### config.mk
export PLATFORM = sky130hd
export DESIGN_NAME = wdlvr_top
export DESIGN_NICKNAME = d
export VERILOG_FILES = /design/src/hdl/wdlvr_pkg.sv /design/src/hdl/wdlvr_top.sv
export SDC_FILE = /design/constraint.sdc
export NUM_CORES = 1
export LEC_CHECK = 0
export BUFFER_PORTS_ARGS = -buffer_cell sky130_fd_sc_hd__buf_4
export CAP_MARGIN = 10
export CORE_AREA = 4 4 107 109
export CTS_CLUSTER_DIAMETER = 150
export DETAILED_ROUTE_END_ITERATION = 16
export DIE_AREA = 0 0 111 113
export MAX_ROUTING_LAYER = met4
export PLACE_DENSITY = 0.58
export SYNTH_ARGS = -nofsm -noshare
export SYNTH_HDL_FRONTEND = slang
export SYNTH_SLANG_ARGS = --single-unit
### constraint.sdc
create_clock -name clk_i -period 2.2 [get_ports clk_i]
set_input_delay 0.44 -clock clk_i [delete_from_list [all_inputs] [get_ports clk_i]]
set_output_delay 0.44 -clock clk_i [all_outputs]
set_load 0.02 [all_outputs]
### src/hdl/wdlvr_pkg.sv
// What this block does
// Watchdog overflow while enabled requests a device reset.
// Guard key 10101b disables the watchdog; no overflow resets.
// Guard key 01010b enables the watchdog and lets it count.
// Any other guard key resets the device two to three slow ticks later.
// Guard key powers up holding the enable code.
// Overflow in normal running gives a full reset and sets the timeout flag.
// Overflow in sleep or idle sets timeout flag, clears only PC and stack pointer.
// Counter cleared by any reset, overflow, clear instruction, power-down instruction or disabling.
// Timeout spans 2^8 up to 2^18 slow tick periods.
// Power-on reset forces the program counter to zero.
// Power-on reset presets all port data and control registers to ones.
// Qualified undervoltage resets the device and sets the undervoltage flag.
// Undervoltage shorter than the minimum duration is ignored.
// Threshold select accepts only 55h, 33h, 99h and aah.
// Illegal threshold select resets two to three slow ticks later, sets fault flag.
// After an illegal threshold reset the select returns to its power-on value.
// After an undervoltage reset the threshold select keeps its contents.
// Threshold select powers up holding 55h.
// Undervoltage reset is disabled during sleep or idle.
// Period select codes 0..7 give 2^8,10,12,14,15,16,17,18 ticks.
// Key fault flag set by a key-fault reset, cleared only by software.
// Watchdog counter advances on the slow oscillator tick.
// Undervoltage and threshold fault flags stay set until software clears them.
// Key faults, undervoltage and overflow outside sleep merge into one registered full reset request, each with its own flag.
// Counter restarts from zero after every clear and stays zero while disabled.
package wdlvr_pkg;
    // Register offsets
    localparam logic [3:0] ADDR_WDT_CTRL   = 4'h0;
    localparam logic [3:0] ADDR_RST_CTRL   = 4'h1;
    localparam logic [3:0] ADDR_LV_SELECT  = 4'h2;
    localparam logic [3:0] ADDR_STATUS     = 4'h3;

    // Guard key and period select fields of the watchdog control register
    localparam int         KEY_LSB         = 3;
    localparam logic [4:0] KEY_DISABLE     = 5'h15;
    localparam logic [4:0] KEY_ENABLE      = 5'h0a;
    localparam logic [7:0] WDT_CTRL_POR    = 8'h53;

    // Threshold select legal codes
    localparam logic [7:0] LV_CODE_A       = 8'h55;
    localparam logic [7:0] LV_CODE_B       = 8'h33;
    localparam logic [7:0] LV_CODE_C       = 8'h99;
    localparam logic [7:0] LV_CODE_D       = 8'haa;
    localparam logic [7:0] LV_SELECT_POR   = 8'h55;

    // Reset flag bit positions in the reset control register
    localparam int         BIT_WKEY_FAULT  = 0;
    localparam int         BIT_LKEY_FAULT  = 1;
    localparam int         BIT_UV_FLAG     = 2;

    // Status register bit positions
    localparam int         BIT_TIMEOUT     = 0;
    localparam int         BIT_WDT_RUN     = 1;
    localparam int         BIT_RST_BUSY    = 2;

    // Timing
    localparam int         CLK_NS          = 20;
    localparam int         UV_MIN_NS       = 1000;
    localparam int         UV_MIN_CYCLES   = (UV_MIN_NS + CLK_NS - 1) / CLK_NS;
    localparam logic [1:0] KEY_DELAY_TICKS = 2'h3;
    localparam logic [2:0] RESET_HOLD      = 3'h4;
    localparam int         CNT_W           = 18;

    typedef enum logic [2:0] {
        ST_RUN  = 3'b001,
        ST_FULL = 3'b010,
        ST_WAKE = 3'b100
    } wdlvr_state_t;
endpackage : wdlvr_pkg

### src/hdl/wdlvr_top.sv
// The plain strobed port and the address map were decided locally.
`timescale 1ns/1ps
`default_nettype none
module wdlvr_top (
    // Clock and reset
    input  wire logic       clk_i,
    input  wire logic       resetn_i,
    // Register port
    input  wire logic [3:0] addr_i,
    input  wire logic [7:0] wdata_i,
    input  wire logic       wr_i,
    input  wire logic       rd_i,
    output var  logic [7:0] rdata_o,
    // Processor events
    input  wire logic       watchdog_clear_instr_i,
    input  wire logic       halt_i,
    input  wire logic       sleep_i,
    // Asynchronous pins
    input  wire logic       slow_osc_i,
    input  wire logic       undervolt_i,
    // Reset outputs
    output var  logic       full_reset_o,
    output var  logic       pc_sp_clear_o,
    output var  logic       port_preset_o
);
    // Slow oscillator and undervoltage synchronisers
    logic                 osc_s1, osc_s2, osc_s3, osc_lvl, tick;
    logic                 uv_s1, uv_s2, uv_s3, uv_lvl;
    logic                 next_osc_lvl, next_tick, next_uv_lvl;

    always_comb begin
        next_osc_lvl = (osc_s2 == osc_s3) ? osc_s3 : osc_lvl;
        next_tick    = next_osc_lvl & ~osc_lvl;
        next_uv_lvl  = (uv_s2 == uv_s3) ? uv_s3 : uv_lvl;
    end

    always_ff @(posedge clk_i) begin
        if (!resetn_i) begin
            osc_s1  <= 1'b0;
            osc_s2  <= 1'b0;
            osc_s3  <= 1'b0;
            osc_lvl <= 1'b0;
            tick    <= 1'b0;
            uv_s1   <= 1'b0;
            uv_s2   <= 1'b0;
            uv_s3   <= 1'b0;
            uv_lvl  <= 1'b0;
        end else begin
            osc_s1  <= slow_osc_i;
            osc_s2  <= osc_s1;
            osc_s3  <= osc_s2;
            osc_lvl <= next_osc_lvl;
            tick    <= next_tick;
            uv_s1   <= undervolt_i;
            uv_s2   <= uv_s1;
            uv_s3   <= uv_s2;
            uv_lvl  <= next_uv_lvl;
        end
    end

    // Control state
    wdlvr_pkg::wdlvr_state_t state, next_state;
    logic [7:0]           wdt_ctrl, next_wdt_ctrl;
    logic [7:0]           lv_sel, next_lv_sel;
    logic [wdlvr_pkg::CNT_W-1:0] cnt, next_cnt;
    logic [1:0]           wkey_ticks, next_wkey_ticks;
    logic [1:0]           lkey_ticks, next_lkey_ticks;
    logic [6:0]           uv_cnt, next_uv_cnt;
    logic [2:0]           hold, next_hold;
    logic                 timeout_flag, next_timeout_flag;
    logic                 wdt_key_fault_flag, next_wdt_key_fault_flag;
    logic                 threshold_key_fault_flag, next_threshold_key_fault_flag;
    logic                 undervolt_reset_flag, next_undervolt_reset_flag;
    logic                 next_full, next_pc_sp, next_port;
    logic [7:0]           next_rdata;

    // Decoded conditions
    logic [4:0]           wdt_guard_key;
    logic [2:0]           wdt_period_sel;
    logic                 wdt_on, key_bad, lv_bad, overflow;
    logic                 wkey_fire, lkey_fire, uv_fire, wr_rst_ctrl;
    logic [wdlvr_pkg::CNT_W-1:0] limit;

    always_comb begin
        wdt_guard_key  = wdt_ctrl[7:wdlvr_pkg::KEY_LSB];
        wdt_period_sel = wdt_ctrl[2:0];
        wdt_on  = (wdt_guard_key == wdlvr_pkg::KEY_ENABLE);
        key_bad = (wdt_guard_key != wdlvr_pkg::KEY_ENABLE)
                  && (wdt_guard_key != wdlvr_pkg::KEY_DISABLE);
        lv_bad  = (lv_sel != wdlvr_pkg::LV_CODE_A) && (lv_sel != wdlvr_pkg::LV_CODE_B)
                  && (lv_sel != wdlvr_pkg::LV_CODE_C)
                  && (lv_sel != wdlvr_pkg::LV_CODE_D);
        unique case (wdt_period_sel)
            3'h0:    limit = 18'h000ff;
            3'h1:    limit = 18'h003ff;
            3'h2:    limit = 18'h00fff;
            3'h3:    limit = 18'h03fff;
            3'h4:    limit = 18'h07fff;
            3'h5:    limit = 18'h0ffff;
            3'h6:    limit = 18'h1ffff;
            3'h7:    limit = 18'h3ffff;
        endcase
        overflow    = wdt_on && tick && (cnt == limit) && (state == wdlvr_pkg::ST_RUN);
        // A fault whose third tick lands while busy fires on a later tick, never lost
        wkey_fire   = key_bad && tick && (wkey_ticks >= wdlvr_pkg::KEY_DELAY_TICKS - 2'h1);
        lkey_fire   = lv_bad && tick && (lkey_ticks >= wdlvr_pkg::KEY_DELAY_TICKS - 2'h1);
        uv_fire     = !sleep_i
                      && (uv_cnt == 7'(wdlvr_pkg::UV_MIN_CYCLES - 1)) && uv_lvl;
        wr_rst_ctrl = wr_i && (addr_i == wdlvr_pkg::ADDR_RST_CTRL);
    end

    // Next-state computation
    always_comb begin
        next_state      = state;
        next_hold       = hold;
        next_wdt_ctrl   = wdt_ctrl;
        next_lv_sel     = lv_sel;
        next_cnt        = cnt;
        next_wkey_ticks = wkey_ticks;
        next_lkey_ticks = lkey_ticks;
        next_uv_cnt     = uv_cnt;
        next_full       = 1'b0;
        next_pc_sp      = 1'b0;
        next_port       = 1'b0;
        next_timeout_flag = timeout_flag;

        // Software writes to control registers
        if (wr_i && addr_i == wdlvr_pkg::ADDR_WDT_CTRL) begin
            next_wdt_ctrl = wdata_i;
        end
        if (wr_i && addr_i == wdlvr_pkg::ADDR_LV_SELECT) begin
            next_lv_sel = wdata_i;
        end

        // Watchdog counter on the slow tick
        if (!wdt_on || watchdog_clear_instr_i || halt_i) begin
            next_cnt = '0;
        end else if (tick) begin
            next_cnt = (cnt == limit) ? '0 : cnt + 1'b1;
        end
        if (halt_i) begin
            next_timeout_flag = 1'b0;
        end

        // Key fault delay, counted in slow ticks so it tracks the oscillator
        if (!key_bad) begin
            next_wkey_ticks = 2'h0;
        end else if (tick && wkey_ticks != wdlvr_pkg::KEY_DELAY_TICKS) begin
            next_wkey_ticks = wkey_ticks + 2'h1;
        end
        if (!lv_bad) begin
            next_lkey_ticks = 2'h0;
        end else if (tick && lkey_ticks != wdlvr_pkg::KEY_DELAY_TICKS) begin
            next_lkey_ticks = lkey_ticks + 2'h1;
        end

        // Undervoltage qualification; glitches restart the count
        if (!uv_lvl || sleep_i) begin
            next_uv_cnt = 7'h00;
        end else if (uv_cnt != 7'(wdlvr_pkg::UV_MIN_CYCLES - 1)) begin
            next_uv_cnt = uv_cnt + 7'h01;
        end

        unique case (state)
            wdlvr_pkg::ST_RUN: begin
                if (wkey_fire || lkey_fire || uv_fire
                    || (overflow && !sleep_i)) begin
                    next_state      = wdlvr_pkg::ST_FULL;
                    next_hold       = wdlvr_pkg::RESET_HOLD - 3'h1;
                    next_full       = 1'b1;
                    next_pc_sp      = 1'b1;
                    next_port       = 1'b1;
                    next_wdt_ctrl   = wdlvr_pkg::WDT_CTRL_POR;
                    next_cnt        = '0;
                    next_wkey_ticks = 2'h0;
                    next_lkey_ticks = 2'h0;
                    next_uv_cnt     = 7'h00;
                    // An undervoltage alone keeps the threshold select
                    if (lkey_fire || !uv_fire) begin
                        next_lv_sel = wdlvr_pkg::LV_SELECT_POR;
                    end else begin
                        next_lv_sel = lv_sel;
                    end
                end else if (overflow) begin
                    next_state = wdlvr_pkg::ST_WAKE;
                    next_hold  = wdlvr_pkg::RESET_HOLD - 3'h1;
                    next_pc_sp = 1'b1;
                    next_cnt   = '0;
                end
                if (overflow) begin
                    next_timeout_flag = 1'b1;
                end
            end
            wdlvr_pkg::ST_FULL: begin
                next_full  = (hold != 3'h0);
                next_pc_sp = (hold != 3'h0);
                next_port  = (hold != 3'h0);
                next_hold  = hold - 3'h1;
                if (hold == 3'h0) begin
                    next_state = wdlvr_pkg::ST_RUN;
                    next_hold  = 3'h0;
                end
            end
            wdlvr_pkg::ST_WAKE: begin
                next_pc_sp = (hold != 3'h0);
                next_hold  = hold - 3'h1;
                if (hold == 3'h0) begin
                    next_state = wdlvr_pkg::ST_RUN;
                    next_hold  = 3'h0;
                end
            end
            default: begin
                next_state = wdlvr_pkg::ST_RUN;
                next_hold  = 3'h0;
            end
        endcase
    end

    // Reset cause flags: a set in the clearing cycle wins
    always_comb begin
        next_wdt_key_fault_flag = (state == wdlvr_pkg::ST_RUN && wkey_fire)
            || (wdt_key_fault_flag
                && !(wr_rst_ctrl && !wdata_i[wdlvr_pkg::BIT_WKEY_FAULT]));
        next_threshold_key_fault_flag = (state == wdlvr_pkg::ST_RUN && lkey_fire)
            || (threshold_key_fault_flag
                && !(wr_rst_ctrl && !wdata_i[wdlvr_pkg::BIT_LKEY_FAULT]));
        next_undervolt_reset_flag = (state == wdlvr_pkg::ST_RUN && uv_fire)
            || (undervolt_reset_flag
                && !(wr_rst_ctrl && !wdata_i[wdlvr_pkg::BIT_UV_FLAG]));
    end

    // Read data, valid only in the cycle after the strobe
    always_comb begin
        next_rdata = 8'h00;
        if (rd_i) begin
            unique case (addr_i)
                wdlvr_pkg::ADDR_WDT_CTRL:  next_rdata = wdt_ctrl;
                wdlvr_pkg::ADDR_LV_SELECT: next_rdata = lv_sel;
                wdlvr_pkg::ADDR_RST_CTRL: begin
                    next_rdata[wdlvr_pkg::BIT_WKEY_FAULT] = wdt_key_fault_flag;
                    next_rdata[wdlvr_pkg::BIT_LKEY_FAULT] = threshold_key_fault_flag;
                    next_rdata[wdlvr_pkg::BIT_UV_FLAG]    = undervolt_reset_flag;
                end
                wdlvr_pkg::ADDR_STATUS: begin
                    next_rdata[wdlvr_pkg::BIT_TIMEOUT]  = timeout_flag;
                    next_rdata[wdlvr_pkg::BIT_WDT_RUN]  = wdt_on;
                    next_rdata[wdlvr_pkg::BIT_RST_BUSY] = (state != wdlvr_pkg::ST_RUN);
                end
                default: next_rdata = 8'h00;
            endcase
        end
    end

    always_ff @(posedge clk_i) begin
        if (!resetn_i) begin
            state                    <= wdlvr_pkg::ST_RUN;
            hold                     <= 3'h0;
            wdt_ctrl                 <= wdlvr_pkg::WDT_CTRL_POR;
            lv_sel                   <= wdlvr_pkg::LV_SELECT_POR;
            cnt                      <= '0;
            wkey_ticks               <= 2'h0;
            lkey_ticks               <= 2'h0;
            uv_cnt                   <= 7'h00;
            timeout_flag             <= 1'b0;
            wdt_key_fault_flag       <= 1'b0;
            threshold_key_fault_flag <= 1'b0;
            undervolt_reset_flag     <= 1'b0;
            rdata_o                  <= 8'h00;
            full_reset_o             <= 1'b0;
            pc_sp_clear_o            <= 1'b1;
            port_preset_o            <= 1'b1;
        end else begin
            state                    <= next_state;
            hold                     <= next_hold;
            wdt_ctrl                 <= next_wdt_ctrl;
            lv_sel                   <= next_lv_sel;
            cnt                      <= next_cnt;
            wkey_ticks               <= next_wkey_ticks;
            lkey_ticks               <= next_lkey_ticks;
            uv_cnt                   <= next_uv_cnt;
            timeout_flag             <= next_timeout_flag;
            wdt_key_fault_flag       <= next_wdt_key_fault_flag;
            threshold_key_fault_flag <= next_threshold_key_fault_flag;
            undervolt_reset_flag     <= next_undervolt_reset_flag;
            rdata_o                  <= next_rdata;
            full_reset_o             <= next_full;
            pc_sp_clear_o            <= next_pc_sp;
            port_preset_o            <= next_port;
        end
    end

    // Checks
    a_overflow_full_reset: assert property (
        @(posedge clk_i) disable iff (!resetn_i)
        (overflow && !sleep_i) |=> full_reset_o && timeout_flag)
        else $error("overflow in run did not give full reset");

    a_disabled_no_count: assert property (
        @(posedge clk_i) disable iff (!resetn_i)
        (wdt_guard_key == wdlvr_pkg::KEY_DISABLE) |-> !overflow ##1 cnt == '0)
        else $error("disabled watchdog is counting");

    a_enabled_counts: assert property (
        @(posedge clk_i) disable iff (!resetn_i)
        (wdt_on && tick && !watchdog_clear_instr_i && !halt_i && cnt != limit && !lkey_fire && !uv_fire
         && state == wdlvr_pkg::ST_RUN && $stable(wdt_ctrl)) |=> cnt == $past(cnt) + 1'b1)
        else $error("enabled watchdog did not advance");

    a_key_fault_delay: assert property (
        @(posedge clk_i) disable iff (!resetn_i)
        (state == wdlvr_pkg::ST_RUN && wkey_fire) |=> full_reset_o && wdt_key_fault_flag)
        else $error("key fault did not reset");

    a_wake_only_pc: assert property (
        @(posedge clk_i) disable iff (!resetn_i)
        (overflow && sleep_i && !wkey_fire && !lkey_fire)
        |=> pc_sp_clear_o && !full_reset_o && !port_preset_o && timeout_flag)
        else $error("sleep overflow gave wrong reset kind");

    a_clear_instr: assert property (
        @(posedge clk_i) disable iff (!resetn_i)
        (watchdog_clear_instr_i || halt_i) |=> cnt == '0)
        else $error("clear instruction left counter running");

    a_uv_ignored_sleep: assert property (
        @(posedge clk_i) disable iff (!resetn_i)
        sleep_i |-> !uv_fire)
        else $error("undervoltage fired in sleep");

    a_uv_keeps_select: assert property (
        @(posedge clk_i) disable iff (!resetn_i)
        (state == wdlvr_pkg::ST_RUN && uv_fire && !lkey_fire && !wr_i)
        |=> lv_sel == $past(lv_sel) && undervolt_reset_flag)
        else $error("undervoltage reset changed threshold select");

    a_lkey_por_select: assert property (
        @(posedge clk_i) disable iff (!resetn_i)
        (state == wdlvr_pkg::ST_RUN && lkey_fire)
        |=> lv_sel == wdlvr_pkg::LV_SELECT_POR && threshold_key_fault_flag)
        else $error("threshold fault did not restore select");

    a_flag_sticky: assert property (
        @(posedge clk_i) disable iff (!resetn_i)
        (undervolt_reset_flag && !wr_rst_ctrl) |=> undervolt_reset_flag)
        else $error("undervoltage flag dropped without software");

    a_reset_hold_len: assert property (
        @(posedge clk_i) disable iff (!resetn_i)
        $rose(full_reset_o) |-> full_reset_o [*4] ##1 !full_reset_o)
        else $error("full reset pulse length wrong");

    a_lkey_fault_reset: assert property (
        @(posedge clk_i) disable iff (!resetn_i)
        (state == wdlvr_pkg::ST_RUN && lkey_fire) |=> full_reset_o && port_preset_o)
        else $error("threshold fault did not reset");

    a_uv_full_reset: assert property (
        @(posedge clk_i) disable iff (!resetn_i)
        (state == wdlvr_pkg::ST_RUN && uv_fire) |=> full_reset_o && undervolt_reset_flag)
        else $error("undervoltage did not reset");

    a_count_on_tick: assert property (
        @(posedge clk_i) disable iff (!resetn_i)
        (wdt_on && !tick && !watchdog_clear_instr_i && !halt_i && !uv_fire) |=> cnt == $past(cnt))
        else $error("counter moved without a slow tick");

    a_port_with_full: assert property (
        @(posedge clk_i) disable iff (!resetn_i)
        full_reset_o |-> port_preset_o)
        else $error("full reset without port preset");

    a_key_delay_min: assert property (
        @(posedge clk_i) disable iff (!resetn_i)
        $rose(key_bad) |-> !wkey_fire [*8])
        else $error("key fault fired too early");
endmodule : wdlvr_top
`default_nettype wire

==> run summary, run 1 <==
Largest net degree at the start of global routing: 19
Slowest cell on the critical path: or4_4
Primary FF master, synth: dfxtp_1
WP data required: 2.44 ns
Worst Tran Pin Value: 0.540 ns
DP HPWL: 6.57 mm
Commonest non-fill, non-tap cell in the layout: dfxtp_1
Largest stage delay, worst path: 0.54 ns
H-tree Lvls: 3
Core ar.: 10600 um2
WL/cell: 14.5 um
Placed cell count: 595
Slew Limit Headroom: 63.5%
Final hold viol count: 0
Number of flops mapped to enable cells by yosys: 0
Rows: 38
Most frequent cells in the layout: dfxtp_1, buf_4, nor2_1
GRT Residual Overflow: 0
Critical Path Source: lv_sel[0]
TritonCTS clock tree: built
Critical path arrival: 2.36 ns
# clock sinks: 82
Ports: 32
DR DRC count: 0
Largest fanout on the critical path: 17
Starting Density: 34.3%
Layout Nets: 496
Crit end category: flip-flop
Maxcap violations: 0
Total number of vias: 3119
Vias in the first global route: 3027
First-pass GRT wire length: 14.9 mm
Sum Neg Setup Slack: 0 ns
Leakage: 1.73 nW
ANT cells: 0
Setup Skew: 0.0131 ns
Drt total wl: 8.84 mm
Area growth, synth to finish: 24.0%
Die ar.: 12500 um2
Die X: 111 um
R2R Path Start: lv_sel[0]
Clock transition at path regs: 0.09 ns
Final setup fails: 0
Port Buffers: 31
CP Launch Type: flip-flop
Worst-Skew Late Latency: 0.36 ns
Final min period: 2.13 ns
PD cells: 669 nW/um2
Cells after Synth: 406
Final core utilization: 42.5%
Gpl congestion: 0.882
Seq/Total Area, Yosys: 45.2%
Max Fclk: 471 MHz
Die Ht: 113 um
Final ANT Viol Nets: 0
CTS buffer count: 9
Clk buf depth: 2
CP Class: reg2reg
Flops & latches, synth: 82
Layout cells sized above 1: 20.4%
Initial DRC count: 190
Number of synthesis warnings: 0
Initial antenna violation count: 0
Syn Nets: 436
Crit share post-route: 96.6%
Worst ir drop on vdd: 387 uV
First-pass DRT Iterations: 4
Critical-path cell list: inv_2 > or4_4 > o22ai_4 > o21ai_2 > o21a_1 > buf_12 > or3_1
Status: complete, no violations
WP buf/inv: 2
Cell Area, Synth: 3630 um2
Worst Hold Launch: slow_osc_i
GRT Resource Usage Total: 15.0%
Setup bufs post-CTS: 0
Post-synthesis async set-or-reset flop share: 0%
Delay-heaviest family, CP: simple AND/OR/NAND/NOR gates
Vias per inst: 5.10
Root buffer cell: clkbuf_8
Tightest Hold Check Type: in2reg
Syn Area/Cell: 8.95 um2
Finished Layout Cells: 611
Post-synthesis cell type count: 59
Slew Limit Fails: 0
## layer usage
| layer | vias to the layer above | routed length (um) | global-route usage, % |
|---|---|---|---|
| li1 | 1572 | - | - |
| met1 | 1475 | 4210 | 19.3 |
| met2 | 62 | 4130 | 23.5 |
| met3 | 10 | 379 | 3.80 |
| met4 | 0 | 122 | 4.43 |
| met5 | - | 0 | - |
## per-stage QoR
stage,worst slack (ns),power (mW),hold WS [ns],cell area (um2)
6_report,0.0747,3.01,0.292,4510
3_5_place_dp,0.0619,1.69,0.414,4250
3_3_place_gp,0.0494,1.69,0.398,4250
4_1_cts,0.0169,3.05,0.274,4500
2_1_floorplan,0.0245,1.61,0.390,3650
5_1_grt,-0.00210,3.12,0.268,4510
## worst paths after layout
path                         to  slack [ns]  depth (start not counted)
hold / removal           osc_s1        0.29                          2
setup / recovery  port_preset_o        0.07                          7
hold reg to reg            tick        0.42                          1
setup reg to reg  port_preset_o        0.07                          7
## power breakdown
| group | total, mW | internal [mW] | switching [mW] |
|---|---|---|---|
| clock | 1.36 | 0.812 | 0.544 |
| combinational | 0.153 | 0.0690 | 0.0845 |
| sequential | 1.50 | 1.50 | 0.00750 |
## layout make-up
cell class	instances	area, um2
Tap cell	140	175
Clock inverter	5	100
Clock buffer	11	151
Fill cell	1054	6100
Sequential cell	82	1640
Inverter	14	52.6
Multi-Input combinational cell	293	1880
Timing Repair Buffer	66	508
## registers in the layout (all words and copies together) (netlist names), 2 cells and up
signal	cells
uv_cnt	7
limit	7
lv_sel	8
hold	3
state	3
wdt_ctrl	8
cnt	18
rdata_o	8
lkey_ticks	2
wkey_ticks	2
## cell families (layout without fill, tap and decap cells)
family	count (synthesis)	in the layout	synth area share [%]
and+or+nand+nor	182	182	26.2
xor gates and xnor gates	29	29	6.99
DFF	82	82	45.2
adders and majority gates	9	9	3.10
buffers and inverters	31	96	3.61
muxes	8	8	2.27
AOI/OAI and AO/OA	65	65	12.7
## synth_stat cells (2+ instances only)
master,n,area [um2]
dfxtp_1,82,1640
and3_1,6,37.5
nand3_1,21,105
buf_2,6,30.0
nand2_1,39,146
inv_1,13,48.8
a22oi_1,7,52.6
nor4_1,13,81.3
nand2b_1,6,37.5
a32oi_1,4,35.0
nor3_1,9,45.0
mux2i_1,6,60.1
nand4_1,10,62.6
mux2_2,2,22.5
a222oi_1,3,30.0
a21o_1,2,15.0
xor2_1,20,175
o21a_1,3,22.5
a211oi_1,2,15.0
a21oi_1,15,75.1
o21ai_0,10,50.1
and2_1,8,50.1
a31oi_1,2,12.5
clkbuf_1,9,33.8
xnor2_1,9,78.8
o32ai_1,4,35.0
nor2_1,46,173
nor4b_1,2,17.5
o22ai_1,2,12.5
or3_1,8,50.1
ha_1,9,113
## repair_timing
action / CTS / global route
gates resized for setup: 0 / 3
hold buffers: 0 / 0
endpoints found under the setup margin: 0 / 26
(Power assumes the default switching activity.)
==> inputs of run 2 (changes only) <==
- RECOVER_POWER: default -> 100
==> run 2 against run 1 <==
  * Non-clock buffer count did not move
  * Clock-buffer cell count did not move
  * Sequential power barely moved
  * Die area did not move
  * Combinational power fell by 3%
  * Sequential cell count did not move
  * Critical path type unchanged
  * Largest cell class unchanged
  * Largest power group unchanged
  * Highest routed layer unchanged
==> run summary, run 2 (same netlist as run 1, synthesis figures left out) <==
CP Launch Type: flip-flop
Critical path arrival: 2.36 ns
Commonest non-fill, non-tap cell in the layout: dfxtp_1
WP data required: 2.44 ns
Layout cells sized above 1: 17.0%
GRT Resource Usage Total: 15.0%
Max Fclk: 471 MHz
DP HPWL: 6.57 mm
Design area: 4450 um2
Sw Pwr: 632 uW
Slew Limit Fails: 0
Maxcap violations: 0
Clock network power share: 45.0%
Finished Layout Cells: 611
Die ar.: 12500 um2
TritonCTS clock tree: built
Largest net degree at the start of global routing: 19
Die Ht: 113 um
Slew Limit Headroom: 41.3%
Leakage: 1.67 nW
Most frequent cells in the layout: dfxtp_1, buf_4, nor2_1
Top reg by flops: cnt
Setup Skew: 0.0114 ns
Pwr Total: 3.00 mW
Worst Tran Pin Value: 0.880 ns
Starting Density: 34.3%
Final min period: 2.12 ns
Tightest Hold Check Type: in2reg
Total number of vias: 3130
Initial DRC count: 194
Initial antenna violation count: 0
Ports: 32
Drt total wl: 8.82 mm
Layout Nets: 496
Port Buffers: 31
Max reg flops: 18
Combinational share of power: 4.9%
Largest fanout on the critical path: 17
Die X: 111 um
Clk buf depth: 2
Area growth, synth to finish: 22.3%
Root buffer cell: clkbuf_8
Worst ir drop on vdd: 384 uV
Clock transition at path regs: 0.09 ns
Core ar.: 10600 um2
ANT cells: 0
Gpl congestion: 0.882
CP Class: reg2reg
Final hold viol count: 0
Worst-Skew Late Latency: 0.36 ns
DP Area: 4250 um2
DR DRC count: 0
Crit share post-route: 96.5%
H-tree Lvls: 3
PD cells: 676 nW/um2
First-pass DRT Iterations: 4
Placed cell count: 595
# clock sinks: 82
First-pass GRT wire length: 14.9 mm
GRT Residual Overflow: 0
Vias in the first global route: 3027
Rows: 38
Final hold slack: 0.293 ns
Crit end category: flip-flop
Final ANT Viol Nets: 0
Sw Ratio: 21.0%
Flop pwr share: 50.1%
CTS buffer count: 9
Status: complete, no violations
Final setup fails: 0
Vias per inst: 5.12
WL/cell: 14.4 um
Hold_buf cts: 0
Cell-internal power: 2.37 mW
## run 2: area by class of cell
class | count | area, um2
multi-input combinational | 293 | 1880
inverter | 14 | 52.6
fill | 1067 | 6160
clock inverter | 5 | 100
tap | 140 | 175
sequential | 82 | 1640
timing repair buffer | 66 | 448
clock buffer | 11 | 151
## run 2: per-layer routing
layer | vias up | global-route usage [%] | part of all wire (%)
li1 | 1570 | - | -
met1 | 1497 | 19.3 | 48
met2 | 57 | 23.5 | 47
met3 | 6 | 3.80 | 4.4
met4 | 0 | 4.43 | 0.91
met5 | - | - | 0
## run 2: worst paths after layout
kind | start | endpoint | slack (ns) | cells past startpoint
worst max-delay path | lv_sel[0] | port_preset_o | 0.08 | 7
worst min-delay path | slow_osc_i | osc_s1 | 0.29 | 2
worst min register to register | osc_lvl | tick | 0.42 | 1
worst max register to register | lv_sel[0] | port_preset_o | 0.08 | 7
## run 2: critical path: stages (launching register included)
cell     delay (ns)
dfxtp_1        0.35
inv_2          0.04
or4_4          0.54
o22ai_4        0.20
o21ai_2        0.11
o21a_1         0.23
buf_12         0.17
or3_1          0.36
## run 2: power groups by stage
stage | combinational, mW | sequential (mW) | clock (mW)
2_1_floorplan | 0.0719 | 1.54 | 0
3_3_place_gp | 0.152 | 1.54 | 0
3_5_place_dp | 0.152 | 1.54 | 0
4_1_cts | 0.153 | 1.50 | 1.40
5_1_grt | 0.159 | 1.51 | 1.45
6_report | 0.148 | 1.50 | 1.35
## run 2: through the flow
step / utilization, % / setup WS, ns / TNS, ns
after detailed placement: 40.1 / 0.0619 / 0
after global routing: 41.9 / -0.00360 / -0.00832
final: 41.9 / 0.0761 / 0
after floorplan: - / 0.0245 / 0
after CTS: 42.4 / 0.0169 / 0
after global placement: 40.1 / 0.0494 / 0
## run 2: what timing repair did
| item | CTS | global route |
|---|---|---|
| resized for setup | 0 | 3 |
| setup buffers | 0 | 0 |
| setup endpoints to repair | 0 | 26 |
